### src/core/sdc_defs.vh
// What this block does
// - All inputs but rstn captured and read data launched on rising sys_clk edge only; rstn low resets at once.
// - Clock gate low ignores clock edges; enters power down, suspend or self refresh.
// - Two bank_select bits pick one of four banks for bank commands.
// - Activate takes the thirteen address bits as the bank's row.
// - Read and write take column bits 0-9 and 11, a 2048-column page.
// - Read or write with precharge_flag_bit high closes the bank after the burst.
// - Precharge closes all banks when precharge_flag_bit high, else only the named bank.
// - Select low plus row/column/write strobe levels decode the command set.
// - Clock gate commands decode from previous and current clock gate levels.
// - Clock gate low during a running burst gives clock suspend; low on a read or write that starts a burst from idle gives power down.
// - Byte mask high blocks write storage and read data drive.
// - Mode register holds no valid setting until first mode register set.
// - Mode set precedes first activate; later mode sets replace stored fields.
// - Mode set loads the fields from the address inputs at that edge.
// - Burst length codes 000/001/010/011 give 1/2/4/8; 111 full page, sequential only.
// - Bit 3 picks burst order; zero is sequential.
// - Operation mode picks burst writes or single-word writes with burst reads.
// - Latency bits 6-4: 010 gives two clocks, 011 three; others reserved.
// - Operation mode bits 12-7: zero burst write, one single write.
`ifndef SDC_DEFS_VH
`define SDC_DEFS_VH

// ****************************************************************
// Command codes as {row strobe, column strobe, write strobe}
// ****************************************************************
`define SDC_CMD_ACT     3'h3
`define SDC_CMD_PRE     3'h2
`define SDC_CMD_WR      3'h4
`define SDC_CMD_RD      3'h5
`define SDC_CMD_MRS     3'h0
`define SDC_CMD_NOP     3'h7
`define SDC_CMD_BST     3'h6
`define SDC_CMD_REF     3'h1

// ****************************************************************
// Mode register fields
// ****************************************************************
`define SDC_MODE_W      13
`define SDC_MODE_RST    13'h0000
`define SDC_BL_MSB      2
`define SDC_BL_LSB      0
`define SDC_BT_BIT      3
`define SDC_CL_MSB      6
`define SDC_CL_LSB      4
`define SDC_OM_MSB      12
`define SDC_OM_LSB      7
`define SDC_BL_1        3'h0
`define SDC_BL_2        3'h1
`define SDC_BL_4        3'h2
`define SDC_BL_8        3'h3
`define SDC_BL_FULL     3'h7
`define SDC_CL_2        3'h2
`define SDC_CL_3        3'h3
`define SDC_OM_SINGLE   6'h01
`define SDC_PAGE_LEN    12'h800
`define SDC_AP_BIT      10

// ****************************************************************
// Power states, one-hot
// ****************************************************************
`define SDC_ST_RUN      4'h1
`define SDC_ST_PDOWN    4'h2
`define SDC_ST_SUSP     4'h4
`define SDC_ST_SREF     4'h8

`endif

### src/core/sdc_core.v
`timescale 1ns/1ns
`default_nettype none
`include "sdc_defs.vh"

module sdc_core (
    input  wire        sys_clk,
    input  wire        rstn,
    input  wire        clock_gate_input,
    input  wire        select_n_input,
    input  wire        row_strobe_n,
    input  wire        col_strobe_n,
    input  wire        write_strobe_n,
    input  wire [1:0]  bank_select,
    input  wire [12:0] addr,
    input  wire        byte_mask,
    input  wire [7:0]  data_lines_in,
    output reg  [7:0]  data_lines_out,
    output reg         data_lines_oe,
    output reg  [3:0]  bank_open,
    output reg         mode_valid,
    output reg  [12:0] mode_fields,
    output reg         burst_active,
    output reg         power_down,
    output reg         clock_suspend,
    output reg         self_refresh,
    output reg  [12:0] refresh_column_first
);

    // ****************************************************************
    // Local constants and helpers
    // ****************************************************************
    localparam [3:0] ST_RUN   = `SDC_ST_RUN;
    localparam [3:0] ST_PDOWN = `SDC_ST_PDOWN;
    localparam [3:0] ST_SUSP  = `SDC_ST_SUSP;
    localparam [3:0] ST_SREF  = `SDC_ST_SREF;

    // Burst length in beats from the length code
    function [11:0] burst_len;
        input [2:0] code;
        begin
            case (code)
                `SDC_BL_1:    burst_len = 12'h001;
                `SDC_BL_2:    burst_len = 12'h002;
                `SDC_BL_4:    burst_len = 12'h004;
                `SDC_BL_8:    burst_len = 12'h008;
                `SDC_BL_FULL: burst_len = `SDC_PAGE_LEN;
                default:      burst_len = 12'h001;
            endcase
        end
    endfunction

    // Column of beat n: wraps inside the block that the length defines
    function [10:0] beat_col;
        input [10:0] start;
        input [10:0] n;
        input [2:0]  code;
        input        inter;
        reg   [10:0] m;
        reg   [10:0] s;
        reg   [11:0] l;
        begin
            // Full page mask needs all eleven column bits, so cut after the subtraction
            l = burst_len(code) - 12'h001;
            m = l[10:0];
            s = start + n;
            if (inter && code != `SDC_BL_FULL) begin
                beat_col = (start & ~m) | ((start ^ n) & m);
            end else begin
                beat_col = (start & ~m) | (s & m);
            end
        end
    endfunction

    // ****************************************************************
    // Reset release through two flip-flops
    // ****************************************************************
    reg  [1:0] rst_sync_q;
    wire       rst_n_int = rst_sync_q[1];

    always @(posedge sys_clk or negedge rstn) begin
        if (!rstn) begin
            rst_sync_q <= 2'h0;
        end else begin
            rst_sync_q <= {rst_sync_q[0], 1'b1};
        end
    end

    // ****************************************************************
    // Command decode
    // ****************************************************************
    reg         cke_prev_q;
    reg  [3:0]  st_q;
    reg  [3:0]  st_d;
    wire [2:0]  cmd      = {row_strobe_n, col_strobe_n, write_strobe_n};
    wire        sel      = !select_n_input;
    wire        is_nop   = select_n_input || cmd == `SDC_CMD_NOP;
    // Only edges after a high clock gate level are live; a low one freezes all but the power state machine
    wire        live     = cke_prev_q && st_q == ST_RUN;
    wire        c_act    = live && sel && cmd == `SDC_CMD_ACT;
    wire        c_pre    = live && sel && cmd == `SDC_CMD_PRE;
    wire        c_wr     = live && sel && cmd == `SDC_CMD_WR;
    wire        c_rd     = live && sel && cmd == `SDC_CMD_RD;
    wire        c_mrs    = live && sel && cmd == `SDC_CMD_MRS;
    wire        c_bst    = live && sel && cmd == `SDC_CMD_BST;
    wire        c_ref    = live && sel && cmd == `SDC_CMD_REF && clock_gate_input;
    wire        c_sref   = live && sel && cmd == `SDC_CMD_REF && !clock_gate_input;
    wire [10:0] cmd_col  = {addr[11], addr[9:0]};
    wire        ap_flag  = addr[`SDC_AP_BIT];

    // ****************************************************************
    // Burst engine
    // ****************************************************************
    reg  [10:0] start_q;
    reg  [10:0] cnt_q;
    reg  [11:0] len_q;
    reg  [1:0]  bbank_q;
    reg         bwr_q;
    reg         bap_q;
    reg  [12:0] row_q [0:3];

    wire [2:0]  bl_code  = mode_fields[`SDC_BL_MSB:`SDC_BL_LSB];
    wire        inter    = mode_fields[`SDC_BT_BIT];
    wire        single   = mode_fields[`SDC_OM_MSB:`SDC_OM_LSB] == `SDC_OM_SINGLE;
    wire        is_full  = bl_code == `SDC_BL_FULL;
    // Single-write mode shortens write bursts only
    wire [11:0] new_len  = (c_wr && single) ? 12'h001 : burst_len(bl_code);
    wire        new_cmd  = c_rd || c_wr;
    wire        cont     = live && burst_active && !new_cmd && !c_bst;

    reg         acc_valid;
    reg         acc_wr;
    reg  [1:0]  acc_bank;
    reg  [10:0] acc_col;
    reg         acc_last;
    reg         acc_ap;

    always @* begin
        acc_valid = new_cmd || cont;
        acc_wr    = new_cmd ? c_wr : bwr_q;
        acc_bank  = new_cmd ? bank_select : bbank_q;
        acc_ap    = new_cmd ? ap_flag : bap_q;
        acc_col   = new_cmd ? cmd_col : beat_col(start_q, cnt_q, bl_code, inter);
        if (new_cmd) begin
            acc_last = new_len == 12'h001;
        end else begin
            // Full page never ends by itself
            acc_last = !(is_full && len_q == `SDC_PAGE_LEN) && ({1'b0, cnt_q} + 12'h001 == len_q);
        end
    end

    // ****************************************************************
    // Power state machine
    // ****************************************************************
    always @* begin
        st_d = st_q;
        case (st_q)
            ST_RUN: begin
                if (cke_prev_q && !clock_gate_input) begin
                    if (c_sref) begin
                        st_d = ST_SREF;
                    end else if (burst_active && !(acc_valid && acc_last)) begin
                        st_d = ST_SUSP;
                    end else begin
                        st_d = ST_PDOWN;
                    end
                end
            end
            ST_PDOWN, ST_SREF: begin
                if (clock_gate_input && is_nop) begin
                    st_d = ST_RUN;
                end
            end
            ST_SUSP: begin
                if (clock_gate_input) begin
                    st_d = ST_RUN;
                end
            end
            default: st_d = ST_RUN;
        endcase
    end

    // ****************************************************************
    // Control registers
    // ****************************************************************
    integer i;

    always @(posedge sys_clk or negedge rst_n_int) begin
        if (!rst_n_int) begin
            cke_prev_q           <= 1'b0;
            st_q                 <= ST_RUN;
            mode_fields          <= `SDC_MODE_RST;
            mode_valid           <= 1'b0;
            bank_open            <= 4'h0;
            burst_active         <= 1'b0;
            start_q              <= 11'h000;
            cnt_q                <= 11'h000;
            len_q                <= 12'h001;
            bbank_q              <= 2'h0;
            bwr_q                <= 1'b0;
            bap_q                <= 1'b0;
            refresh_column_first <= 13'h0000;
            power_down           <= 1'b0;
            clock_suspend        <= 1'b0;
            self_refresh         <= 1'b0;
            for (i = 0; i < 4; i = i + 1) begin
                row_q[i] <= 13'h0000;
            end
        end else begin
            cke_prev_q    <= clock_gate_input;
            st_q          <= st_d;
            power_down    <= st_d == ST_PDOWN;
            clock_suspend <= st_d == ST_SUSP;
            self_refresh  <= st_d == ST_SREF;
            // Mode fields change only here, so refresh and low power keep them
            if (c_mrs) begin
                mode_fields <= addr;
                mode_valid  <= 1'b1;
            end
            if (c_act) begin
                bank_open[bank_select] <= 1'b1;
                row_q[bank_select]     <= addr;
            end
            if (c_ref || c_sref) begin
                refresh_column_first <= refresh_column_first + 13'h0001;
            end
            if (new_cmd) begin
                start_q <= cmd_col;
                cnt_q   <= 11'h001;
                len_q   <= new_len;
                bbank_q <= bank_select;
                bwr_q   <= c_wr;
                bap_q   <= ap_flag;
            end else if (cont) begin
                cnt_q <= cnt_q + 11'h001;
            end
            if (acc_valid) begin
                burst_active <= !acc_last;
                if (acc_last && acc_ap) begin
                    bank_open[acc_bank] <= 1'b0;
                end
            end else if (c_bst) begin
                burst_active <= 1'b0;
            end
            if (c_pre) begin
                if (ap_flag) begin
                    bank_open    <= 4'h0;
                    burst_active <= 1'b0;
                end else begin
                    bank_open[bank_select] <= 1'b0;
                    if (bank_select == bbank_q) begin
                        burst_active <= 1'b0;
                    end
                end
            end
        end
    end

    // ****************************************************************
    // Storage and read latency pipe
    // ****************************************************************
    // Only a small window of each page is kept: bank and low column bits
    reg  [7:0] mem [0:255];
    reg  [7:0] pipe0_q;
    reg  [7:0] pipe1_q;
    reg  [1:0] pv_q;
    wire [7:0] idx     = {acc_bank, acc_col[5:0]};
    wire       cl3     = mode_fields[`SDC_CL_MSB:`SDC_CL_LSB] == `SDC_CL_3;
    wire       hold    = !cke_prev_q; // Suspended edges freeze the pipe too

    always @(posedge sys_clk) begin
        if (acc_valid && acc_wr && !byte_mask) begin
            mem[idx] <= data_lines_in;
        end
        if (!hold) begin
            pipe0_q <= mem[idx];
            pipe1_q <= pipe0_q;
        end
    end

    always @(posedge sys_clk or negedge rst_n_int) begin
        if (!rst_n_int) begin
            pv_q           <= 2'h0;
            data_lines_out <= 8'h00;
            data_lines_oe  <= 1'b0;
        end else if (!hold) begin
            // A masked read beat still advances but never drives the lines
            pv_q[0] <= acc_valid && !acc_wr && !byte_mask;
            pv_q[1] <= pv_q[0];
            if (cl3) begin
                data_lines_out <= pipe1_q;
                data_lines_oe  <= pv_q[1];
            end else begin
                data_lines_out <= pipe0_q;
                data_lines_oe  <= pv_q[0];
            end
        end
    end

endmodule // sdc_core
`default_nettype wire

### config.mk
export PLATFORM = sky130hd
export DESIGN_NAME = sdc_core
export DESIGN_NICKNAME = d
export VERILOG_FILES = /design/src/core/sdc_core.v
export VERILOG_INCLUDE_DIRS = /design/src /design/src/core
export SDC_FILE = /design/constraint.sdc
export NUM_CORES = 2
export LEC_CHECK = 0
export BUFFER_PORTS_ARGS = -buffer_cell sky130_fd_sc_hd__buf_2
export CAP_MARGIN = 10
export CORE_MARGIN = 2
export CORE_UTILIZATION = 57
export CTS_BUF_LIST = sky130_fd_sc_hd__clkbuf_8 sky130_fd_sc_hd__clkbuf_16
export DETAILED_ROUTE_END_ITERATION = 10
export PLACE_DENSITY = 0.76
export SLEW_MARGIN = 10
export SYNTH_ARGS = -nofsm -noshare
export SYNTH_HDL_FRONTEND = slang
export SYNTH_SLANG_ARGS = --single-unit
export TNS_END_PERCENT = 10
### constraint.sdc
create_clock -name sys_clk -period 2.5 [get_ports sys_clk]
set_input_delay 0.625 -clock sys_clk [delete_from_list [all_inputs] [get_ports sys_clk]]
set_output_delay 0.625 -clock sys_clk [all_outputs]
set_load 0.01 [all_outputs]
### Word-level counts from Yosys, hierarchy flattened

Memories as Yosys holds them, arrays and structs flattened. A register that Yosys moved wholly into a read port is not among the register bits.
Index checks and enable logic that the tools add are counted.

| storage, ports and cells | value |
|---|---|
| bits in registers | 94 |
| memory bits (writable) | 2048 |
| bits of input ports | 31 |
| output and inout bits | 44 |
| word-level logic and storage cells | 147 |
| memories kept | 1 |

Memory list:

| memory | depth | width | read ports | clocked after Yosys merged registers in | write ports | line | source |
|---|---|---|---|---|---|---|---|
| mem | 256 | 8 | 1 | 1 | 1 | sdc_core.v:262 | `reg [7:0] mem [0:255];` |

| operators by class | value |
|---|---|
| $add $sub $neg | 5 |
| magnitude comparators | 4 |
| equal/unequal tests | 25 |
| multiplexer cells | 34 |
| bitwise gates (word level) | 12 |
| reductions and logical operators | 45 |

Operators by type and width:

| kind | count |
|---|---|
| $pmux 12 s4 | 1 |
| $mux 4 | 9 |
| $logic_and 1x1->1 | 29 |
| $mux 11 | 2 |
| $and 6x6->6 | 3 |
| $eq 3x2->1 const B | 5 |
| $eq 3x3->1 const B | 5 |
| $add 13x1->13 const B | 1 |
| $mux 1 | 13 |
| $add 11x1->12 const B | 1 |
| $eq 12x1->1 const B | 1 |
| $eq 12x12->1 | 1 |
| $eq 12x12->1 const B | 1 |
| $mux 12 | 1 |
| $mux 6 | 2 |
| $or 6x6->6 | 2 |
| $pmux 4 s3 | 1 |
| $add 11x1->11 const B | 1 |
| $logic_not 1->1 | 9 |
| $and 4x4->4 | 2 |
| $eq 4x2->1 const B | 2 |
| $eq 4x3->1 const B | 2 |
| $eq 4x4->1 const B | 2 |
| $mux 8 | 1 |
| 20 further kinds | 28 |

### Logic depth before layout (Yosys ltp)

| depth | value |
|---|---|
| word-level depth | 17 |
| mapped depth | 16 |
| gate-level depth less buffers | 12 |

### Worst setup path before layout

Ideal clock, no wire load.

| path | value |
|---|---|
| path kind | register to register |
| from | reg cnt_q[0] (netlist: beat_col.n[0]) |
| to | mem mem[144][0], enable pin |
| library setup time | 0.370 ns |
| arrival | 3.590 ns |
| required time | 2.130 ns |
| slack | -1.460 ns |
| stages on the path, launching flop included | 13 |
| path buffers | 6 |
| period minus slack after synthesis | 3.960 ns |
| cell sequence | dfrtp_1 > ha_1 > fa_1 > nand4bb_1 > a41oi_1 > buf_2 > buf_2 > buf_2 > buf_1 > buf_1 > nand3_1 > clkbuf_1 > nor2_1 |

| on the way | value |
|---|---|
| word-level cells in the longest chain between the ends | 5 |
| elaborated cells on any way between the ends | 8 |
| classes of those cells | add/sub: 1; mux: 2; bitwise: 5 |

Ends and longest elaborated chain:

| item | line | source |
|---|---|---|
| start, declared | sdc_core.v:114 | `reg [10:0] cnt_q;` |
| start signal, assigned | sdc_core.v:234 | `cnt_q <= cnt_q + 11'h001;` |
| $add 6x6->6 or $xor 6x6->6 (tied branches) | sdc_core.v:65, sdc_core.v:67 |  |
| $and 6x6->6 (on tied branches) | sdc_core.v:69, sdc_core.v:67 |  |
| $or 6x6->6 (on tied branches) | sdc_core.v:69, sdc_core.v:67 |  |
| $mux 6 * | sdc_core.v:66 | `` if (inter && code != `SDC_BL_FULL) begin `` |
| $mux 6 * | sdc_core.v:142 | `acc_col = new_cmd ? cmd_col : beat_col(start_q, cnt_q, bl_code, inter);` |
| end, declared | sdc_core.v:262 |  |

Mark *: on every way between the ends. The rest lies on a longest branch, timed or not.

### Worst setup path in the final report

| path | value |
|---|---|
| from | reg start_q[0] (netlist: beat_col.start[0]) |
| to | reg pipe0_q[4] (read register of mem), data pin |

| on the way | value |
|---|---|
| word-level cells in the longest chain between the ends | 5 |
| elaborated cells on any way between the ends | 9 |
| classes of those cells | add/sub: 1; mux: 2; bitwise: 6 |

Ends and longest elaborated chain:

| item | line | source |
|---|---|---|
| start, declared | sdc_core.v:113 | `reg [10:0] start_q;` |
| start signal, assigned | sdc_core.v:227 | `start_q <= cmd_col;` |
| $add 6x6->6 or $xor 6x6->6 (tied branches) | sdc_core.v:65, sdc_core.v:67 |  |
| $and 6x6->6 (on tied branches) | sdc_core.v:69, sdc_core.v:67 |  |
| $or 6x6->6 (on tied branches) | sdc_core.v:69, sdc_core.v:67 |  |
| $mux 6 * | sdc_core.v:66 |  |
| $mux 6 * | sdc_core.v:142 |  |
| end, declared | sdc_core.v:263 | `reg [7:0] pipe0_q;` |

Marks and branches as above.
A chain may end at the register's enable or synchronous reset.

==> qor.yml <==
cts:
  root_buffer: "clkbuf_16"
  numCtsBuffers: 202
  cts-htree-levels: 4
  clkSinkCount: 2143
  cts_tree: "built"
  clk_pin_slew_ns: 0.07
  clock_latency_ns: 0.85
  clockBufferDepth: 3
power_and_ir_drop:
  power_frac_comb: 0.443
  p_clk_frac: 0.236
  power.share.sequential: 0.321
  power_density_nw_per_um2: 1200
  intPower_w: 0.0803
  sw_frac_of_total: 0.362
  max-vdd-ir-drop_mv: 0.888
  power.leakage_nw: 36.8
  p_sw_w: 0.0455
yosys:
  yosys_most_used_dff: "edfxtp_1"
  yosysTopAreaCell: "edfxtp_1"
  synth_top_cells_by_area: "edfxtp_1 73%, nand2_1 4.4%, mux4_2 4.2%"
  synth.avg_cell_area_um2: 15.4
  synthCells: 5491
  synth-seq-cells: 2143
  synth_enable_flop_cells: 2064
  async_flop_share: 0.0369
  ys_seq_area_frac: 0.756
  yosysWarningCount: 0
  syn_area_um2: 84600
  syn-num-nets: 5530
  synth_common_cells: "2064 x edfxtp_1, 999 x nand2_1, 516 x a21oi_1"
  ys_types: 89
  synth_most_common_cell: "edfxtp_1"
  yosys.area.top_type_share: 0.733
drt:
  drt_wl_total_mm: 253
  wl_per_cell_um: 29.7
  dr.pass1.iters: 8
  vias_per_cell: 6.55
  vias: 55900
  post-route-drc-count: 0
  drt.antenna.violating_nets: 0
  dr.first_iter.drc_count: 9521
cells_and_area:
  syn2layout_area_growth_pct: 24.0
  fillerInstances: 8373
  final_area_um2: 105000
  num-nets-final: 6461
  fin_util: 0.711
  layout.cells.non_filler: 8523
  drive_gt1_frac: 0.285
timing:
  slew_headroom: 0.390
  fin_setup_tns_ns: -1729.24
  hold_viol: 0
  finalWorstSetupSlack_ns: -1.66
  finalCritPeriodShare: 1.66
  post-route-min-period_ns: 4.16
  holdWs_ns: 0.0540
  max_freq_ghz: 0.241
  slew_violations: 0
  setup-violations-final: 2065
  rsz0062_at_grt: "yes"
  fin_skew_ns: 0.0201
  tightest_slew_ns: 0.911
setup_path:
  r2r-start: "beat_col.start[0]"
  start_kind: "flop"
  critPathLaunch: "beat_col.start[0]"
  required_ns: 3.09
  criticalPathCategory: "flop to flop"
  cp_max_fo: 5
  setup.worst_path.end_class: "flop"
  cp.arrival_ns: 4.74
placement:
  placed_cell_area_um2: 94600
  dp_hpwl_mm: 151
  dp.cells: 8039
  globalplace.congestion: 0.960
  io_buffers: 74
floorplanning:
  start_util: 0.574
  core-area_um2: 147000
  fp.dieW_um: 389
  dieArea_um2: 152000
  row_count: 141
  io_pins: 75
  fp.dieH_um: 389
global_routing:
  grt_pass1_wl_mm: 359
  grt_max_degree: 77
  grt_pass1_vias: 54000
  grt-ovfl-total: 0
  grtUsageTotal: 0.324
  grt_antenna_before_repair: 7
status:
  violations: "setup timing"
  status: "finished with violations"
worst_hold_path:
  min_from: "addr[2]"
  hold_class: "input pin to flop"
job:
  max_cap_violations: 0
[cells in the final DEF (no fill, tap or decap), drive strengths merged, types with 96 or more instances in the layout]
cell    count
mux4      157
clkinv     96
edfxtp   2064
nand2     999
nor2      323
mux2i     241
a21oi     516
nor4      101
clkbuf    218
o22ai     103
buf      1026
[area by class of cell]
class | instances | area (µm²) | share of cell area
Sequential cell | 2143 | 64000 | 0.610
Clock buffer | 206 | 5150 | 0.0491
Inverter | 12 | 46.3 | 0.000441
Antenna cell | 2 | 5.00 | 0.0000477
Clock inverter | 167 | 1200 | 0.0114
Tap cell | 1930 | 2410 | 0.0230
Timing Repair Buffer | 1054 | 10900 | 0.104
Multi-Input combinational cell | 3009 | 21300 | 0.203
[per-layer routing]
| metal | wire, µm | track usage | vias up | share of wire |
|---|---|---|---|---|
| met5 | 79 | 0 | - | 0.00031 |
| met4 | 15000 | 0.156 | 10 | 0.059 |
| met3 | 34300 | 0.0777 | 872 | 0.14 |
| met2 | 117000 | 0.508 | 4500 | 0.46 |
| met1 | 86600 | 0.431 | 27500 | 0.34 |
| li1 | - | - | 23000 | - |
[power by group through the flow]
stage | Combinational [W] | Clock [W] | Sequential [W]
after detailed placement | 0.0445 | 0 | 0.0411
final | 0.0557 | 0.0297 | 0.0404
after CTS | 0.0507 | 0.0297 | 0.0403
after global placement | 0.0437 | 0 | 0.0411
after floorplan | 0.0252 | 0 | 0.0410
after global routing | 0.0574 | 0.0311 | 0.0404
[through the flow]
| step | setup WS (ns) | total power (W) |
|---|---|---|
| after global placement | -2.45 | 0.0848 |
| after global routing | -1.70 | 0.129 |
| after floorplan | -1.41 | 0.0662 |
| after CTS | -1.41 | 0.121 |
| after detailed placement | -2.46 | 0.0856 |
| final | -1.66 | 0.126 |
[cells by family (layout without fill, tap and decap cells)]
| family | Yosys count | after routing | share of synthesized area |
|---|---|---|---|
| flip-flops | 2143 | 2143 | 0.756 |
| AND/OR/NAND/NOR | 1646 | 1646 | 0.0833 |
| AO/OA/AOI/OAI | 908 | 908 | 0.0645 |
| multiplexers | 428 | 428 | 0.0743 |
| buffers and inverters | 339 | 1439 | 0.0186 |
| XOR/XNOR | 18 | 18 | 0.00186 |
| adder cells (fa/ha/maj) | 8 | 8 | 0.00127 |
| other | 1 | 3 | 0.0000443 |
[path summary, 6_finish.rpt]
path / end / slack [ns] / cells past startpoint
worst max-delay path: pipe0_q[4] / -1.66 / 18
worst min-delay path: beat_col.start[2] / 0.05 / 3
worst max register to register: pipe0_q[4] / -1.66 / 18
worst min register to register: rst_sync_q[1] / 0.36 / 0
max in group asynchronous: data_lines_out[3] / 1.54 / 1
min in group asynchronous: rst_sync_q[1] / 0.10 / 2
[flip-flops by register name, indices dropped and copies added, names as in the netlist, 2 cells and up]
register              cells
st_q                      4
pv_q                      2
len_q                     5
data_lines_out            8
mem                    2048
pipe0_q                   8
mode_fields              13
pipe1_q                   8
refresh_column_first     13
rst_sync_q                2
bank_open                 4
beat_col.start            6
bbank_q                   2
beat_col.n               11
[timing repair]
action,CTS,global route
pin swaps,76,50
cloned,18,11
resized for setup,353,202
hold buffers,9,0
endpoints found under the hold margin,10,0
buffers inserted,39,35
endpoints found under the setup margin,2065,2069
[worst max-delay path: stages (launching register included)]
cell and delay (ns):
dfrtp_1 0.38, ha_2 0.20, fa_1 0.42, nand4bb_4 0.21, a41o_4 0.26, buf_12 0.14
buf_16 0.15, buf_12 0.16, buf_12 0.15, buf_12 0.13, nand2_1 0.06, a21oi_1 0.06
nor4_1 0.38, buf_4 0.20, a21oi_2 0.05, buf_4 0.17, nor4b_4 0.46, buf_4 0.20
a31oi_1 0.09
Note: power is estimated with default switching activity, not from simulation.
